[src/pkg/tpb_pkg.sv]
package tpb_pkg;
   // ----------------------------------------
   // Clock and timing
   // ----------------------------------------
   localparam int CLK_MHZ = 250;
   localparam int REFRESH_OFF_NS = 500;
   localparam int REFRESH_OFF_CYC = (REFRESH_OFF_NS * CLK_MHZ) / 1000;
   localparam int PG_MASK_US = 110;
   localparam int PG_MASK_CYC = PG_MASK_US * CLK_MHZ;
   localparam int REFRESH_EVERY = 6;
   localparam int CODE_DELAY_CYCLES = 15;
   localparam int SS_ENABLE_MV = 1500;
   localparam int SS_CLAMP_PCT = 30;
   localparam int DEF_PERIOD_CYC = 500;
   localparam int DEF_SC_TIMEOUT_CYC = 250000;
   // ----------------------------------------
   // Register map
   // ----------------------------------------
   localparam logic [3:0] ADDR_CTRL = 4'h0;
   localparam logic [3:0] ADDR_STATUS = 4'h4;
   localparam logic [3:0] ADDR_CODE = 4'h8;
   localparam int CTRL_PERIOD_LSB = 0;
   localparam logic [15:0] CTRL_RST = 16'h01f4;
   localparam int ST_SRC_LSB = 0;
   localparam int ST_PG_BIT = 4;
   localparam int ST_MASK_BIT = 5;
   localparam int ST_LATCH_BIT = 6;
   localparam int ST_FOLD_BIT = 7;
   localparam int ST_RUN_BIT = 8;
   localparam int ST_SHED_BIT = 9;
   // ----------------------------------------
   // Setpoint source selection and run state
   // ----------------------------------------
   typedef enum logic [3:0] {
      SRC_BOOT = 4'h1,
      SRC_CODE = 4'h2,
      SRC_SLEEP = 4'h4,
      SRC_DEEPER = 4'h8
   } tpb_src_t;
   typedef enum logic [2:0] {
      RUN_OFF = 3'h1,
      RUN_ON = 3'h2,
      RUN_LATCHED = 3'h4
   } tpb_run_t;
endpackage

[src/pkg/tpb_phase_if.sv]
`timescale 1ns/10ps
interface tpb_phase_if;
   logic start;
   logic enable;
   logic sync_mode;
   logic refresh_off;
   logic ov;
   logic peak;
   logic reverse;
   logic hs;
   logic ls;
   logic hs_held;
   modport ctl (output start, enable, sync_mode, refresh_off, ov, peak, reverse,
      input hs, ls, hs_held);
   modport ph (input start, enable, sync_mode, refresh_off, ov, peak, reverse,
      output hs, ls, hs_held);
endinterface

[src/rtl/tpb_ctrl.sv]
// Our own choices: the register addresses and strobed register access.
`timescale 1ns/10ps
// Operation
// - Two phases start their cycles half a period apart.
// - Phase clock sets high-side gate; peak-current comparator clears it.
// - Low-side stays on after high-side until reverse current or next cycle.
// - In dropout force high-side off about 500 ns every sixth cycle.
// - Switching disabled while run control is low.
// - Enable at soft-start threshold with command clamped to 30 percent.
// - Power-save select high: low-side held until next cycle.
// - Power-save select low: low-side off on reverse current.
// - Power-save low with deeper sleep request: phase two off.
// - During start-up use boot setpoint, ignore voltage code.
// - Keep ignoring code 15 cycles after regulation and host power good.
// - Deeper sleep ignores code and sleep request; uses parallel resistor point.
// - Sleep request low applies programmed offset below code setpoint.
// - Overvoltage forces high-side off and low-side on until cleared; low-side is forced on only while the phase is enabled.
// - Power-good pulled low outside plus-minus 10 percent window.
// - Without host power good, window is against boot setpoint.
// - Code or sleep request change masks power-good low for 110 us.
// - Another change during masking restarts the mask timer.
// - After soft-start, undervoltage runs timeout then latches off until run cycles.
// - Foldback limiting active whenever output below 70 percent.
// - Code delay starts only on host power good rising edge.
// - Deeper sleep entered while request high, left when low.
module tpb_ctrl
   import tpb_pkg::*;
#(
   parameter int PG_MASK_CYCLES = PG_MASK_CYC,
   parameter int SC_TIMEOUT_CYCLES = DEF_SC_TIMEOUT_CYC
) (
   input wire logic i_clk,
   input wire logic i_rst_n,
   input wire logic i_run,
   input wire logic i_ss_enable,
   input wire logic i_ss_done,
   input wire logic [1:0] i_peak_current_cmp,
   input wire logic [1:0] i_reverse_current_cmp,
   input wire logic i_overvoltage_cmp,
   input wire logic i_output_in_window,
   input wire logic i_undervoltage_cmp,
   input wire logic i_power_save_select_n,
   input wire logic i_deeper_sleep_request,
   input wire logic i_deep_sleep_request_n,
   input wire logic i_host_power_good_in,
   input wire logic [5:0] i_voltage_code,
   input wire logic [3:0] i_addr,
   input wire logic [31:0] i_wdata,
   input wire logic i_wr,
   input wire logic i_rd,
   output logic [31:0] o_rdata,
   output logic o_high_side_gate_a,
   output logic o_low_side_gate_a,
   output logic o_high_side_gate_b,
   output logic o_low_side_gate_b,
   output logic o_output_in_window_oe,
   output logic o_output_in_window_out,
   output logic [3:0] o_setpoint_select,
   output logic [5:0] o_voltage_code,
   output logic o_sleep_offset_en,
   output logic o_current_clamp_en,
   output logic o_foldback_en
);
   // ----------------------------------------
   // Input synchronisers
   // ----------------------------------------
   localparam int NS = 14;
   logic [NS-1:0] s1_ff;
   logic [NS-1:0] s2_ff;
   wire [NS-1:0] raw = {i_run, i_ss_enable, i_ss_done, i_peak_current_cmp,
      i_reverse_current_cmp, i_overvoltage_cmp, i_output_in_window,
      i_undervoltage_cmp, i_power_save_select_n, i_deeper_sleep_request,
      i_deep_sleep_request_n, i_host_power_good_in};
   logic [5:0] code1_ff;
   logic [5:0] code2_ff;
   logic [5:0] code3_ff;
   always_ff @(posedge i_clk) begin
      if (!i_rst_n) begin
         // Sleep request idles high, so no false change follows reset
         s1_ff <= 14'h0002;
         s2_ff <= 14'h0002;
         code1_ff <= 6'h00;
         code2_ff <= 6'h00;
         code3_ff <= 6'h00;
      end else begin
         s1_ff <= raw;
         s2_ff <= s1_ff;
         code1_ff <= i_voltage_code;
         code2_ff <= code1_ff;
         code3_ff <= code2_ff;
      end
   end
   wire run_s = s2_ff[13];
   wire ss_en_s = s2_ff[12];
   wire ss_done_s = s2_ff[11];
   wire [1:0] peak_s = s2_ff[10:9];
   wire [1:0] rev_s = s2_ff[8:7];
   wire ov_s = s2_ff[6];
   wire win_s = s2_ff[5];
   wire uv_s = s2_ff[4];
   wire psel_s = s2_ff[3];
   wire deeper_s = s2_ff[2];
   wire sleep_n_s = s2_ff[1];
   wire hpg_s = s2_ff[0];
   // ----------------------------------------
   // Register port
   // ----------------------------------------
   logic [15:0] period_ff;
   logic [31:0] rdata_ff;
   logic [31:0] status_w;
   wire wr_ctrl = i_wr && (i_addr == ADDR_CTRL);
   // ----------------------------------------
   // Run state and short-circuit latch-off
   // ----------------------------------------
   tpb_run_t run_ff;
   tpb_run_t nxt_run;
   logic [31:0] sc_cnt_ff;
   wire sc_expired = (sc_cnt_ff >= 32'(SC_TIMEOUT_CYCLES));
   always_comb begin
      nxt_run = run_ff;
      unique case (run_ff)
         RUN_OFF: begin
            if (run_s && ss_en_s) begin
               nxt_run = RUN_ON;
            end
         end
         RUN_ON: begin
            if (!run_s) begin
               nxt_run = RUN_OFF;
            end else if (sc_expired) begin
               nxt_run = RUN_LATCHED;
            end
         end
         RUN_LATCHED: begin
            if (!run_s) begin
               nxt_run = RUN_OFF;
            end
         end
         default: nxt_run = RUN_OFF;
      endcase
   end
   wire enable = (run_ff == RUN_ON);
   wire sc_arm = enable && ss_done_s && uv_s;
   always_ff @(posedge i_clk) begin
      if (!i_rst_n) begin
         run_ff <= RUN_OFF;
         sc_cnt_ff <= 32'h0;
      end else begin
         run_ff <= nxt_run;
         sc_cnt_ff <= sc_arm ? sc_cnt_ff + 32'h1 : 32'h0;
      end
   end
   assign o_current_clamp_en = enable && !ss_done_s;
   assign o_foldback_en = uv_s;
   // ----------------------------------------
   // Antiphase oscillator and dropout refresh
   // ----------------------------------------
   logic [15:0] osc_ff;
   logic [2:0] cyc6_ff;
   logic [15:0] refresh_ff;
   logic [1:0] held_ff;
   wire [15:0] half = {1'b0, period_ff[15:1]};
   wire tick_a = (osc_ff == 16'h0);
   wire tick_b = (osc_ff == half);
   wire [1:0] hs_held;
   wire dropout = held_ff[0] && hs_held[0];
   wire refresh_go = tick_a && dropout && (cyc6_ff == 3'(REFRESH_EVERY - 1));
   always_ff @(posedge i_clk) begin
      if (!i_rst_n) begin
         osc_ff <= 16'h0;
         cyc6_ff <= 3'h0;
         refresh_ff <= 16'h0;
         held_ff <= 2'h0;
      end else begin
         osc_ff <= (osc_ff >= period_ff - 16'h1) ? 16'h0 : osc_ff + 16'h1;
         if (tick_a) begin
            held_ff <= hs_held;
            cyc6_ff <= (cyc6_ff == 3'(REFRESH_EVERY - 1)) ? 3'h0 : cyc6_ff + 3'h1;
         end
         if (refresh_go) begin
            refresh_ff <= 16'(REFRESH_OFF_CYC);
         end else if (refresh_ff != 16'h0) begin
            refresh_ff <= refresh_ff - 16'h1;
         end
      end
   end
   // ----------------------------------------
   // Phases
   // ----------------------------------------
   tpb_phase_if ph_if[2] ();
   wire shed_b = !psel_s && deeper_s;
   wire [1:0] ticks = {tick_b, tick_a};
   for (genvar g = 0; g < 2; g++) begin : g_ph
      assign ph_if[g].start = ticks[g];
      assign ph_if[g].enable = enable && !(g == 1 && shed_b);
      assign ph_if[g].sync_mode = psel_s;
      assign ph_if[g].refresh_off = (refresh_ff != 16'h0);
      assign ph_if[g].ov = ov_s;
      assign ph_if[g].peak = peak_s[g];
      assign ph_if[g].reverse = rev_s[g];
      assign hs_held[g] = ph_if[g].hs_held;
      tpb_phase u_ph (
         .i_clk(i_clk),
         .i_rst_n(i_rst_n),
         .p(ph_if[g])
      );
   end
   assign o_high_side_gate_a = ph_if[0].hs;
   assign o_low_side_gate_a = ph_if[0].ls;
   assign o_high_side_gate_b = ph_if[1].hs;
   assign o_low_side_gate_b = ph_if[1].ls;
   // ----------------------------------------
   // Setpoint source
   // ----------------------------------------
   logic hpg_d_ff;
   logic [3:0] code_cnt_ff;
   logic code_ok_ff;
   logic dly_arm_ff;
   wire hpg_rise = hpg_s && !hpg_d_ff;
   always_ff @(posedge i_clk) begin
      if (!i_rst_n) begin
         hpg_d_ff <= 1'b0;
         code_cnt_ff <= 4'h0;
         code_ok_ff <= 1'b0;
         dly_arm_ff <= 1'b0;
      end else begin
         hpg_d_ff <= hpg_s;
         if (!enable || !hpg_s) begin
            code_ok_ff <= 1'b0;
            dly_arm_ff <= 1'b0;
            code_cnt_ff <= 4'h0;
         end else if (hpg_rise) begin
            dly_arm_ff <= 1'b1;
            code_cnt_ff <= 4'h0;
         end else if (dly_arm_ff && !code_ok_ff && ss_done_s && win_s && tick_a) begin
            if (code_cnt_ff == 4'(CODE_DELAY_CYCLES - 1)) begin
               code_ok_ff <= 1'b1;
            end
            code_cnt_ff <= code_cnt_ff + 4'h1;
         end
      end
   end
   tpb_src_t src_w;
   assign src_w = deeper_s ? SRC_DEEPER :
      !code_ok_ff || !hpg_s ? SRC_BOOT :
      !sleep_n_s ? SRC_SLEEP : SRC_CODE;
   logic [3:0] src_ff;
   logic [5:0] code_out_ff;
   always_ff @(posedge i_clk) begin
      if (!i_rst_n) begin
         src_ff <= SRC_BOOT;
         code_out_ff <= 6'h00;
      end else begin
         src_ff <= src_w;
         // Take the code only once two samples agree
         if (code3_ff == code2_ff) begin
            code_out_ff <= code3_ff;
         end
      end
   end
   assign o_setpoint_select = src_ff;
   assign o_voltage_code = code_out_ff;
   assign o_sleep_offset_en = (src_ff == SRC_SLEEP);
   // ----------------------------------------
   // Power-good with masking timer
   // ----------------------------------------
   logic sleep_d_ff;
   logic deeper_d_ff;
   logic [31:0] mask_cnt_ff;
   logic pg_low_ff;
   wire mode_change = (code3_ff != code2_ff) || (sleep_d_ff != sleep_n_s) ||
      (deeper_d_ff != deeper_s);
   wire masked = (mask_cnt_ff != 32'h0);
   // Boot-source window when host power good is low is handled by setpoint select
   wire pg_bad = !win_s || !enable;
   always_ff @(posedge i_clk) begin
      if (!i_rst_n) begin
         sleep_d_ff <= 1'b1;
         deeper_d_ff <= 1'b0;
         mask_cnt_ff <= 32'h0;
         pg_low_ff <= 1'b1;
      end else begin
         sleep_d_ff <= sleep_n_s;
         deeper_d_ff <= deeper_s;
         if (mode_change) begin
            mask_cnt_ff <= 32'(PG_MASK_CYCLES);
         end else if (masked) begin
            mask_cnt_ff <= mask_cnt_ff - 32'h1;
         end
         if (mode_change || masked) begin
            pg_low_ff <= pg_low_ff && pg_bad;
         end else begin
            pg_low_ff <= pg_bad;
         end
      end
   end
   assign o_output_in_window_oe = pg_low_ff;
   assign o_output_in_window_out = 1'b0;
   // ----------------------------------------
   // Register access
   // ----------------------------------------
   always_comb begin
      status_w = 32'h0;
      status_w[ST_SRC_LSB +: 4] = src_ff;
      status_w[ST_PG_BIT] = !pg_low_ff;
      status_w[ST_MASK_BIT] = masked;
      status_w[ST_LATCH_BIT] = (run_ff == RUN_LATCHED);
      status_w[ST_FOLD_BIT] = uv_s;
      status_w[ST_RUN_BIT] = enable;
      status_w[ST_SHED_BIT] = shed_b;
   end
   wire [31:0] rsel = (i_addr == ADDR_CTRL) ? {16'h0, period_ff} :
      (i_addr == ADDR_STATUS) ? status_w :
      (i_addr == ADDR_CODE) ? {26'h0, code_out_ff} : 32'h0;
   always_ff @(posedge i_clk) begin
      if (!i_rst_n) begin
         period_ff <= CTRL_RST;
         rdata_ff <= 32'h0;
      end else begin
         if (wr_ctrl && i_wdata[CTRL_PERIOD_LSB +: 16] >= 16'h4) begin
            period_ff <= i_wdata[CTRL_PERIOD_LSB +: 16];
         end
         rdata_ff <= i_rd ? rsel : 32'h0;
      end
   end
   assign o_rdata = rdata_ff;
endmodule // tpb_ctrl

[src/rtl/tpb_phase.sv]
`timescale 1ns/10ps
module tpb_phase
   import tpb_pkg::*;
(
   input wire logic i_clk,
   input wire logic i_rst_n,
   tpb_phase_if.ph p
);
   logic latch_ff;
   logic hs_ff;
   logic ls_ff;
   logic nxt_latch;
   logic nxt_hs;
   logic nxt_ls;
   wire set_latch = p.enable && p.start && !p.ov;
   wire rst_latch = !p.enable || p.peak || p.ov;
   wire ls_end = p.start || (!p.sync_mode && p.reverse);
   // ----------------------------------------
   // Set/reset latch and low-side control
   // ----------------------------------------
   always_comb begin
      nxt_latch = latch_ff;
      nxt_ls = ls_ff;
      if (rst_latch) begin
         nxt_latch = 1'b0;
      end else if (set_latch) begin
         nxt_latch = 1'b1;
      end
      // Refresh masks the gate but keeps the latch, so the gate resumes after it
      nxt_hs = nxt_latch && !p.refresh_off;
      if (!p.enable) begin
         nxt_ls = 1'b0;
      end else if (p.ov) begin
         nxt_ls = 1'b1;
      end else if (nxt_hs) begin
         nxt_ls = 1'b0;
      end else if (hs_ff) begin
         nxt_ls = 1'b1;
      end else if (ls_end) begin
         nxt_ls = 1'b0;
      end
   end
   always_ff @(posedge i_clk) begin
      if (!i_rst_n) begin
         latch_ff <= 1'b0;
         hs_ff <= 1'b0;
         ls_ff <= 1'b0;
      end else begin
         latch_ff <= nxt_latch;
         hs_ff <= nxt_hs;
         ls_ff <= nxt_ls;
      end
   end
   assign p.hs = hs_ff;
   assign p.ls = ls_ff;
   assign p.hs_held = hs_ff && p.start;
endmodule // tpb_phase

[config.mk]
export PLATFORM = sky130hd
export DESIGN_NAME = tpb_ctrl
export DESIGN_NICKNAME = d
export VERILOG_FILES = /design/src/pkg/tpb_pkg.sv /design/src/pkg/tpb_phase_if.sv /design/src/rtl/tpb_ctrl.sv /design/src/rtl/tpb_phase.sv
export SDC_FILE = /design/constraint.sdc
export NUM_CORES = 1
export LEC_CHECK = 0
export ABC_AREA = 1
export BUFFER_PORTS_ARGS = -buffer_cell sky130_fd_sc_hd__clkbuf_2
export CAP_MARGIN = 0
export CORE_ASPECT_RATIO = 1.5
export CORE_UTILIZATION = 30
export CTS_CLUSTER_DIAMETER = 200
export DETAILED_ROUTE_END_ITERATION = 6
export GPL_TIMING_DRIVEN = 0
export SYNTH_ARGS = -nofsm -noshare
export SYNTH_HDL_FRONTEND = slang
export SYNTH_SLANG_ARGS = --single-unit
[constraint.sdc]
create_clock -name i_clk -period 4.76 [get_ports i_clk]
set_clock_uncertainty 0.05 [all_clocks]
set_input_delay 0.714 -clock i_clk [delete_from_list [all_inputs] [get_ports i_clk]]
set_output_delay 0.714 -clock i_clk [all_outputs]
set_load 0.005 [all_outputs]
==> key figures, run 1 <==
Outcome
  – Status: finished with violations
  – Failing checks: design-rule violations

Setup path
  – R2r startpoint: period_ff[0]
  – Slowest library cell on the worst path: nor3_1
  – Crit-path leading delay family: simple AND/OR/NAND/NOR gates
  – FF-to-FF path depth: 17
  – Required time worst endpoint: between 5 and 6 ns
  – Crit start category: register
  – RR Endpoint: osc_ff[12]
  – Worst setup EP type: register
  – Cell count along the critical path: 17
  – Critical-path cell list: inv_1 > ha_1 > nand3_2 > nor4_2 > nand2_1 > nor3_2 > xor2_1 > inv_1 > ha_1 > nand2_1 > inv_1 > nand3_1 > nor3_1 > nand3_1 > nand4_1 > buf_2 > a21oi_1
  – Critical-path maximum fanout: 10
  – Worst path bufs/invs: 4
  – Worst setup path start: period_ff[0]
  – Register-to-Register Setup Slack: ~1.2 ns
  – Critical path arrival: 3.92 ns
  – CP dominant cell by count: inv_1
  – Crit-path max cell delay: 0.35 ns
  – Critical path type: register to register

STA
  – Final hold slack: ~0.33 ns
  – Relative slew slack: between 50% and 60%
  – Final Cycle Share: 75.2%
  – RSZ-0062 raised after global routing: false
  – Final-report setup violation count: 0
  – Slew Limit Fails: 0
  – Fin crit period: 3.58 ns
  – Final Hold Viols: 0
  – Final setup TNS: 0 ns
  – Fmax: approximately 0.28 GHz
  – Worst-Margin Slew: between 0.7 and 0.8 ns

Cells and area
  – Layout area overhead: 17.3%
  – ANT cells: 0
  – Final #Nets: around 1600
  – Fin util: 35.7%
  – Layout cell share with drive strength beyond 1: between 10% and 20%
  – Fillers: around 3500

Synth
  – Yosys reg bits: a little over 200
  – Cell Area, Synth: approximately 10000 um^2
  – Top_reg_cell synth: dfxtp_1
  – Yosys warns: 0
  – Post-synth top cells: nand2_1, inv_1, dfxtp_1
  – Biggest area consumer among synthesized cells: dfxtp_1
  – Post-Synthesis Cells: between 1000 and 1500
  – Syn avg cell area: between 7 and 8 um^2
  – Ys async rst share: 0%
  – Synth unique cells: just under 50
  – Sequential-to-total area share from yosys stat: between 40% and 50%
  – Area share of the largest cell type after synthesis: between 40 and 50%
  – Post-synth EDFFs: 0
  – Most numerous cell in the Yosys netlist: nand2_1
  – Top cells by area, synth: dfxtp_1, nand2_1, inv_1, nor2_1, a21oi_1

Floorplanning
  – Die Wd: roughly 150 um
  – Io pins: ~110
  – Initial Util: about 30%
  – Die footprint: about 35000 um^2
  – Core area: approximately 33000 um^2
  – Die Y: between 200 and 250 um
  – Site Rows: between 80 and 90

Pwr
  – Pleak: between 5 and 6 nW
  – Net Sw Frac: between 20 and 30%
  – Cell Int Power: 0.00322 W
  – Peak VDD IR: about 200 uV
  – Power Dens Cells: around 370 nW/um^2
  – Combinational power share: between 10% and 20%
  – Net Sw Power: 0.00123 W
  – Clock Power Share: about two fifths
  – Sequential Power Share: 42.7%

Global route
  – GRT Residual Overflow: 0
  – Vias in the first global route: slightly below 9000
  – First-pass GRT wire length: roughly 42000 um
  – Largest net degree at the start of global routing: 15
  – Total Routing Usage GR: about 15%
  – Initial antenna violation count: 0

Clock tree
  – Setup Buffers After CTS: 0
  – Total CTS buffers: 22
  – Clk_lat worst skew: around 0.51 ns
  – Clk slew on worst S/H paths: around 0.060 ns
  – Clock root cell: clkbuf_16
  – H-tree levels: 1
  – CTS tree: yes
  – Hold buffer count at cts: 0
  – Sink Count: slightly above 200
  – Post-CTS Resized: 0
  – Max Root-Sink Buffers: 3

Min path
  – Hold Path Origin: i_reverse_current_cmp[1]
  – Hold path depth: 3
  – Hold Path Sink: s1_ff[8]
  – Worst Hold Class: input port to register

Routing
  – DR vias: 9012
  – Final wirelength: roughly 25000 um
  – Remaining DRCs: 14
  – Antenna Violating Nets Remaining: 0
  – Total iterations of the first detailed-routing run: 7
  – Wirelength per Cell: between 10 and 15 um
  – DR iter-0 viols: around 380
  – Avg Vias per Cell: 4.61

Placed design
  – Detailed placer's ending HPWL: between 15000 and 20000 um
  – GPL Wtd Cong: approximately 0.90
  – # port buffers: 77

Run
  – Max cap viols: 0
==> layout by cell type (no fill, tap or decap), types with 17 or more instances in the layout <==
cell type,count
a21oi_1,85
buf_4,20
clkbuf_16,23
clkbuf_2,77
conb_1,17
dfxtp_1,206
ha_1,25
inv_1,220
inv_2,18
nand2_1,278
nand3_1,48
nand4_1,37
nor2_1,178
nor3_1,46
o21ai_0,52
xor2_1,25
==> power by group through the flow <==
stage	sequential, W	combinational [W]	clock, W
after floorplan	0.00192	0.000535	0
after global placement	0.00194	0.000679	0
after detailed placement	0.00194	0.000690	0
after CTS	0.00190	0.000696	0.00191
after global routing	0.00192	0.000796	0.00197
final	0.00190	0.000692	0.00186
==> per-layer routing <==
| metal | track usage [%] | part of all wire (%) | up-vias |
|---|---|---|---|
| met5 | 0 | 0 | - |
| met4 | 6.65 | 3.3 | 0 |
| met3 | 1.66 | 3.7 | 52 |
| met2 | 28.8 | 51 | 186 |
| met1 | 16.1 | 42 | 4084 |
| li1 | - | - | 4690 |
==> state kept, by name, indices dropped and copies added, names as in the netlist, 2 cells and up <==
| name | flops |
|---|---|
| s2_ff | 14 |
| period_ff | 16 |
| g_ph.u_ph.p.ls | 2 |
| code_cnt_ff | 4 |
| refresh_ff | 16 |
| o_rdata | 16 |
| g_ph.u_ph.p.hs | 2 |
| cyc6_ff | 3 |
| code2_ff | 6 |
| run_ff | 3 |
| o_setpoint_select | 4 |
| o_voltage_code | 6 |
| code3_ff | 6 |
| sc_cnt_ff | 32 |
| s1_ff | 14 |
| mask_cnt_ff | 32 |
| code1_ff | 6 |
| g_ph.u_ph.latch_ff | 2 |
| osc_ff | 16 |
==> kinds of logic after synthesis <==
group,count (synthesis),share of synthesized area [%]
flops,206,40.6
compound gates,185,10.1
xor+xnor,32,2.76
fa+ha+maj,25,3.08
other cells,1,0.0369
buf+inv,275,11.0
simple gates,681,32.4
==> layout make-up <==
cell class / instances / area, um^2 / area share, %
Multi-Input combinational cell: 940 / 4970 / 41.7
Sequential cell: 206 / 4120 / 34.6
Inverter: 239 / 900 / 7.55
Clock buffer: 28 / 624 / 5.24
Tap cell: 420 / 526 / 4.41
Timing Repair Buffer: 77 / 385 / 3.24
Buffer: 36 / 220 / 1.85
Clock inverter: 11 / 161 / 1.36
==> worst max path at each step <==
stage / endpoint / slack [ns]
6_report: osc_ff[12] / 1.18
3_5_place_dp: osc_ff[15] / 1.12
5_1_grt: osc_ff[12] / 0.88
4_1_cts: osc_ff[15] / 1.11
2_1_floorplan: osc_ff[15] / 1.99
3_3_place_gp: osc_ff[15] / 1.13
==> worst min-delay path: stages <==
cell      delay, ns
clkbuf_2       0.07
nand2_1        0.04
inv_1          0.04
==> through the flow <==
step                std cells  worst slack (ns)  total power (W)  cell area [um^2]
CTS                      1957              1.11          0.00451             11900
finish                   1957              1.18          0.00445             11900
global route             1957             0.876          0.00468             11900
detailed placement       1918              1.12          0.00263             11100
global placement         1918              1.13          0.00262             11100
floorplan                1421              1.99          0.00245             10200
Note: power is estimated with default switching activity, not from simulation.
==> run 2: changes to the inputs <==
Clock period 4.76 ns to 3.75 ns, I/O delays scaled along.
==> key figures, run 2 (synthesized netlist as in run 1, its figures left out) <==
STA
  – Final-report setup violation count: 0
  – Relative slew slack: around 53%
  – RSZ-0062 raised after global routing: false
  – Final Hold Viols: 0
  – Worst-Margin Slew: 0.708 ns
  – Final Cycle Share: 89.2%
  – Fin crit period: between 3 and 4 ns
  – Final hold slack: around 0.18 ns
  – Fmax: between 0.2 and 0.3 GHz
  – Slew Limit Fails: 0
  – Final setup TNS: 0 ns

Cells and area
  – Regs by FF count: mask_cnt_ff (32), sc_cnt_ff (32)
  – Most common cell after layout, fill and taps aside: nand2_1
  – Final #Nets: approximately 1600
  – ANT cells: 0
  – Layout area overhead: 17.6%
  – Most frequent cells in the layout: nand2_1, inv_1, dfxtp_1, nor2_1, a21oi_1
  – Layout cell share with drive strength beyond 1: roughly 16%
  – Fin util: a little over a third
  – Non-Filler Cell Area, Final: approximately 12000 um^2

Run
  – Max cap viols: 0

Pwr
  – Cell Int Power: slightly above 0.004 W
  – Combinational power share: about 16%
  – Power Dens Cells: around 470 nW/um^2
  – Peak VDD IR: 247 uV
  – Net Sw Power: 0.00157 W
  – Pleak: 5.32 nW
  – Sequential Power Share: 42.7%
  – Net Sw Frac: roughly 28%
  – Tot Pwr: between 0.005 and 0.006 W
  – Clock Power Share: 41.7%

Global route
  – Total Routing Usage GR: between 10% and 20%
  – Vias in the first global route: ~8800
  – GRT Residual Overflow: 0
  – Initial antenna violation count: 0
  – First-pass GRT wire length: approximately 42000 um
  – Largest net degree at the start of global routing: 15

Clock tree
  – Clk_lat worst skew: roughly 0.51 ns
  – Clk slew on worst S/H paths: 0.06 ns
  – Clock root cell: clkbuf_16
  – Max Root-Sink Buffers: 3
  – Total CTS buffers: 22
  – H-tree levels: 1
  – CTS tree: yes
  – Sink Count: approximately 210

Setup path
  – Critical-path maximum fanout: 10
  – FF-to-FF path depth: 18
  – R2r startpoint: period_ff[0]
  – Slowest library cell on the worst path: nor4_2
  – Crit-path max cell delay: around 0.34 ns
  – Critical path type: register to register
  – Worst setup path start: period_ff[0]
  – Critical-path cell list: inv_1 > ha_1 > nand3_2 > nor4_2 > nand2_1 > nor3_2 > xor2_1 > inv_1 > ha_1 > nand2_1 > inv_1 > nand3_1 > nor3_2 > nand3_1 > nand4_1 > buf_4 > buf_2 > a21oi_1
  – Required time worst endpoint: approximately 4.1 ns
  – Worst setup EP type: register
  – Critical path arrival: approximately 3.7 ns
  – CP dominant cell by count: inv_1
  – Crit path to: osc_ff[12]
  – Register-to-Register Setup Slack: about 0.4 ns
  – Crit start category: register
  – RR Endpoint: osc_ff[12]

Outcome
  – Failing checks: design-rule violations
  – Status: finished with violations

Floorplanning
  – Die footprint: about 35000 um^2
  – Core area: 33300 um^2
  – Site Rows: ~80
  – Io pins: 111
  – Die Wd: 152 um
  – Die Y: about 230 um
  – Initial Util: between 30% and 40%

Routing
  – Avg Vias per Cell: 4.61
  – Antenna Violating Nets Remaining: 0
  – Wirelength per Cell: around 13 um
  – Remaining DRCs: 14
  – DR iter-0 viols: ~420
  – Final wirelength: approximately 25000 um
  – Total iterations of the first detailed-routing run: 7
  – DR vias: approximately 9000

Placed design
  – Placed inst area: 11100 um^2
  – Detailed placer's ending HPWL: 20000 um
  – # port buffers: 77
  – GPL Wtd Cong: approximately 0.9

Min path
  – Worst Hold Class: input port to register
## run 2: repair_timing
| item | CTS | global route |
|---|---|---|
| hold buffers | 0 | 0 |
| setup endpoints to repair | 0 | 10 |
| gates resized for setup | 0 | 1 |
| endpoints found under the hold margin | 0 | 0 |
| setup buffers | 0 | 4 |
## run 2: worst min path at each step
stage | startpoint | endpoint | slack, ns | depth (start not counted)
5_1_grt | i_peak_current_cmp[0] | s1_ff[9] | 0.18 | 3
2_1_floorplan | code1_ff[0] | code2_ff[0] | 0.34 | 2
3_3_place_gp | s1_ff[1] | s2_ff[1] | 0.35 | 1
3_5_place_dp | s1_ff[2] | s2_ff[2] | 0.35 | 2
6_report | i_reverse_current_cmp[1] | s1_ff[8] | 0.18 | 3
4_1_cts | i_reverse_current_cmp[1] | s1_ff[8] | 0.17 | 3
## run 2: metrics by stage
stage          instances  worst slack [ns]
5_1_grt             1961             0.127
6_report            1961             0.406
4_1_cts             1957             0.101
2_1_floorplan       1421             0.982
3_3_place_gp        1918             0.124
3_5_place_dp        1918             0.110
## run 2: critical path, delay by kind of cell (launching register included)
family	cells	cell delay [ns]
XOR/XNOR	1	0.16
AND/OR/NAND/NOR	9	1.46
flip-flops	1	0.32
AO/OA/AOI/OAI	1	0.07
buffers and inverters	5	0.67
adder cells (fa/ha/maj)	2	0.51
## run 2: per-layer routing
metal	wire length [um]	vias to the layer above	GRT usage, %
li1	-	4699	-
met1	10500	4094	16.1
met2	13100	187	28.8
met3	979	52	1.66
met4	843	0	6.65
met5	0	-	0
## run 2: power by group through the flow
stage               Combinational, W  Sequential, W  Clock (W)
floorplan                   0.000679        0.00244          0
CTS                         0.000884        0.00241    0.00242
global route                 0.00101        0.00243    0.00250
finish                      0.000881        0.00242    0.00236
detailed placement          0.000876        0.00246          0
global placement            0.000862        0.00246          0
## run 2: layout make-up
| class | instances | area [um^2] |
|---|---|---|
| multi-input combinational | 940 | 4970 |
| fill | 3478 | 21400 |
| sequential | 206 | 4120 |
| clock inverter | 11 | 161 |
| tap | 420 | 526 |
| buffer | 36 | 220 |
| inverter | 239 | 900 |
| timing repair buffer | 81 | 415 |
| clock buffer | 28 | 624 |
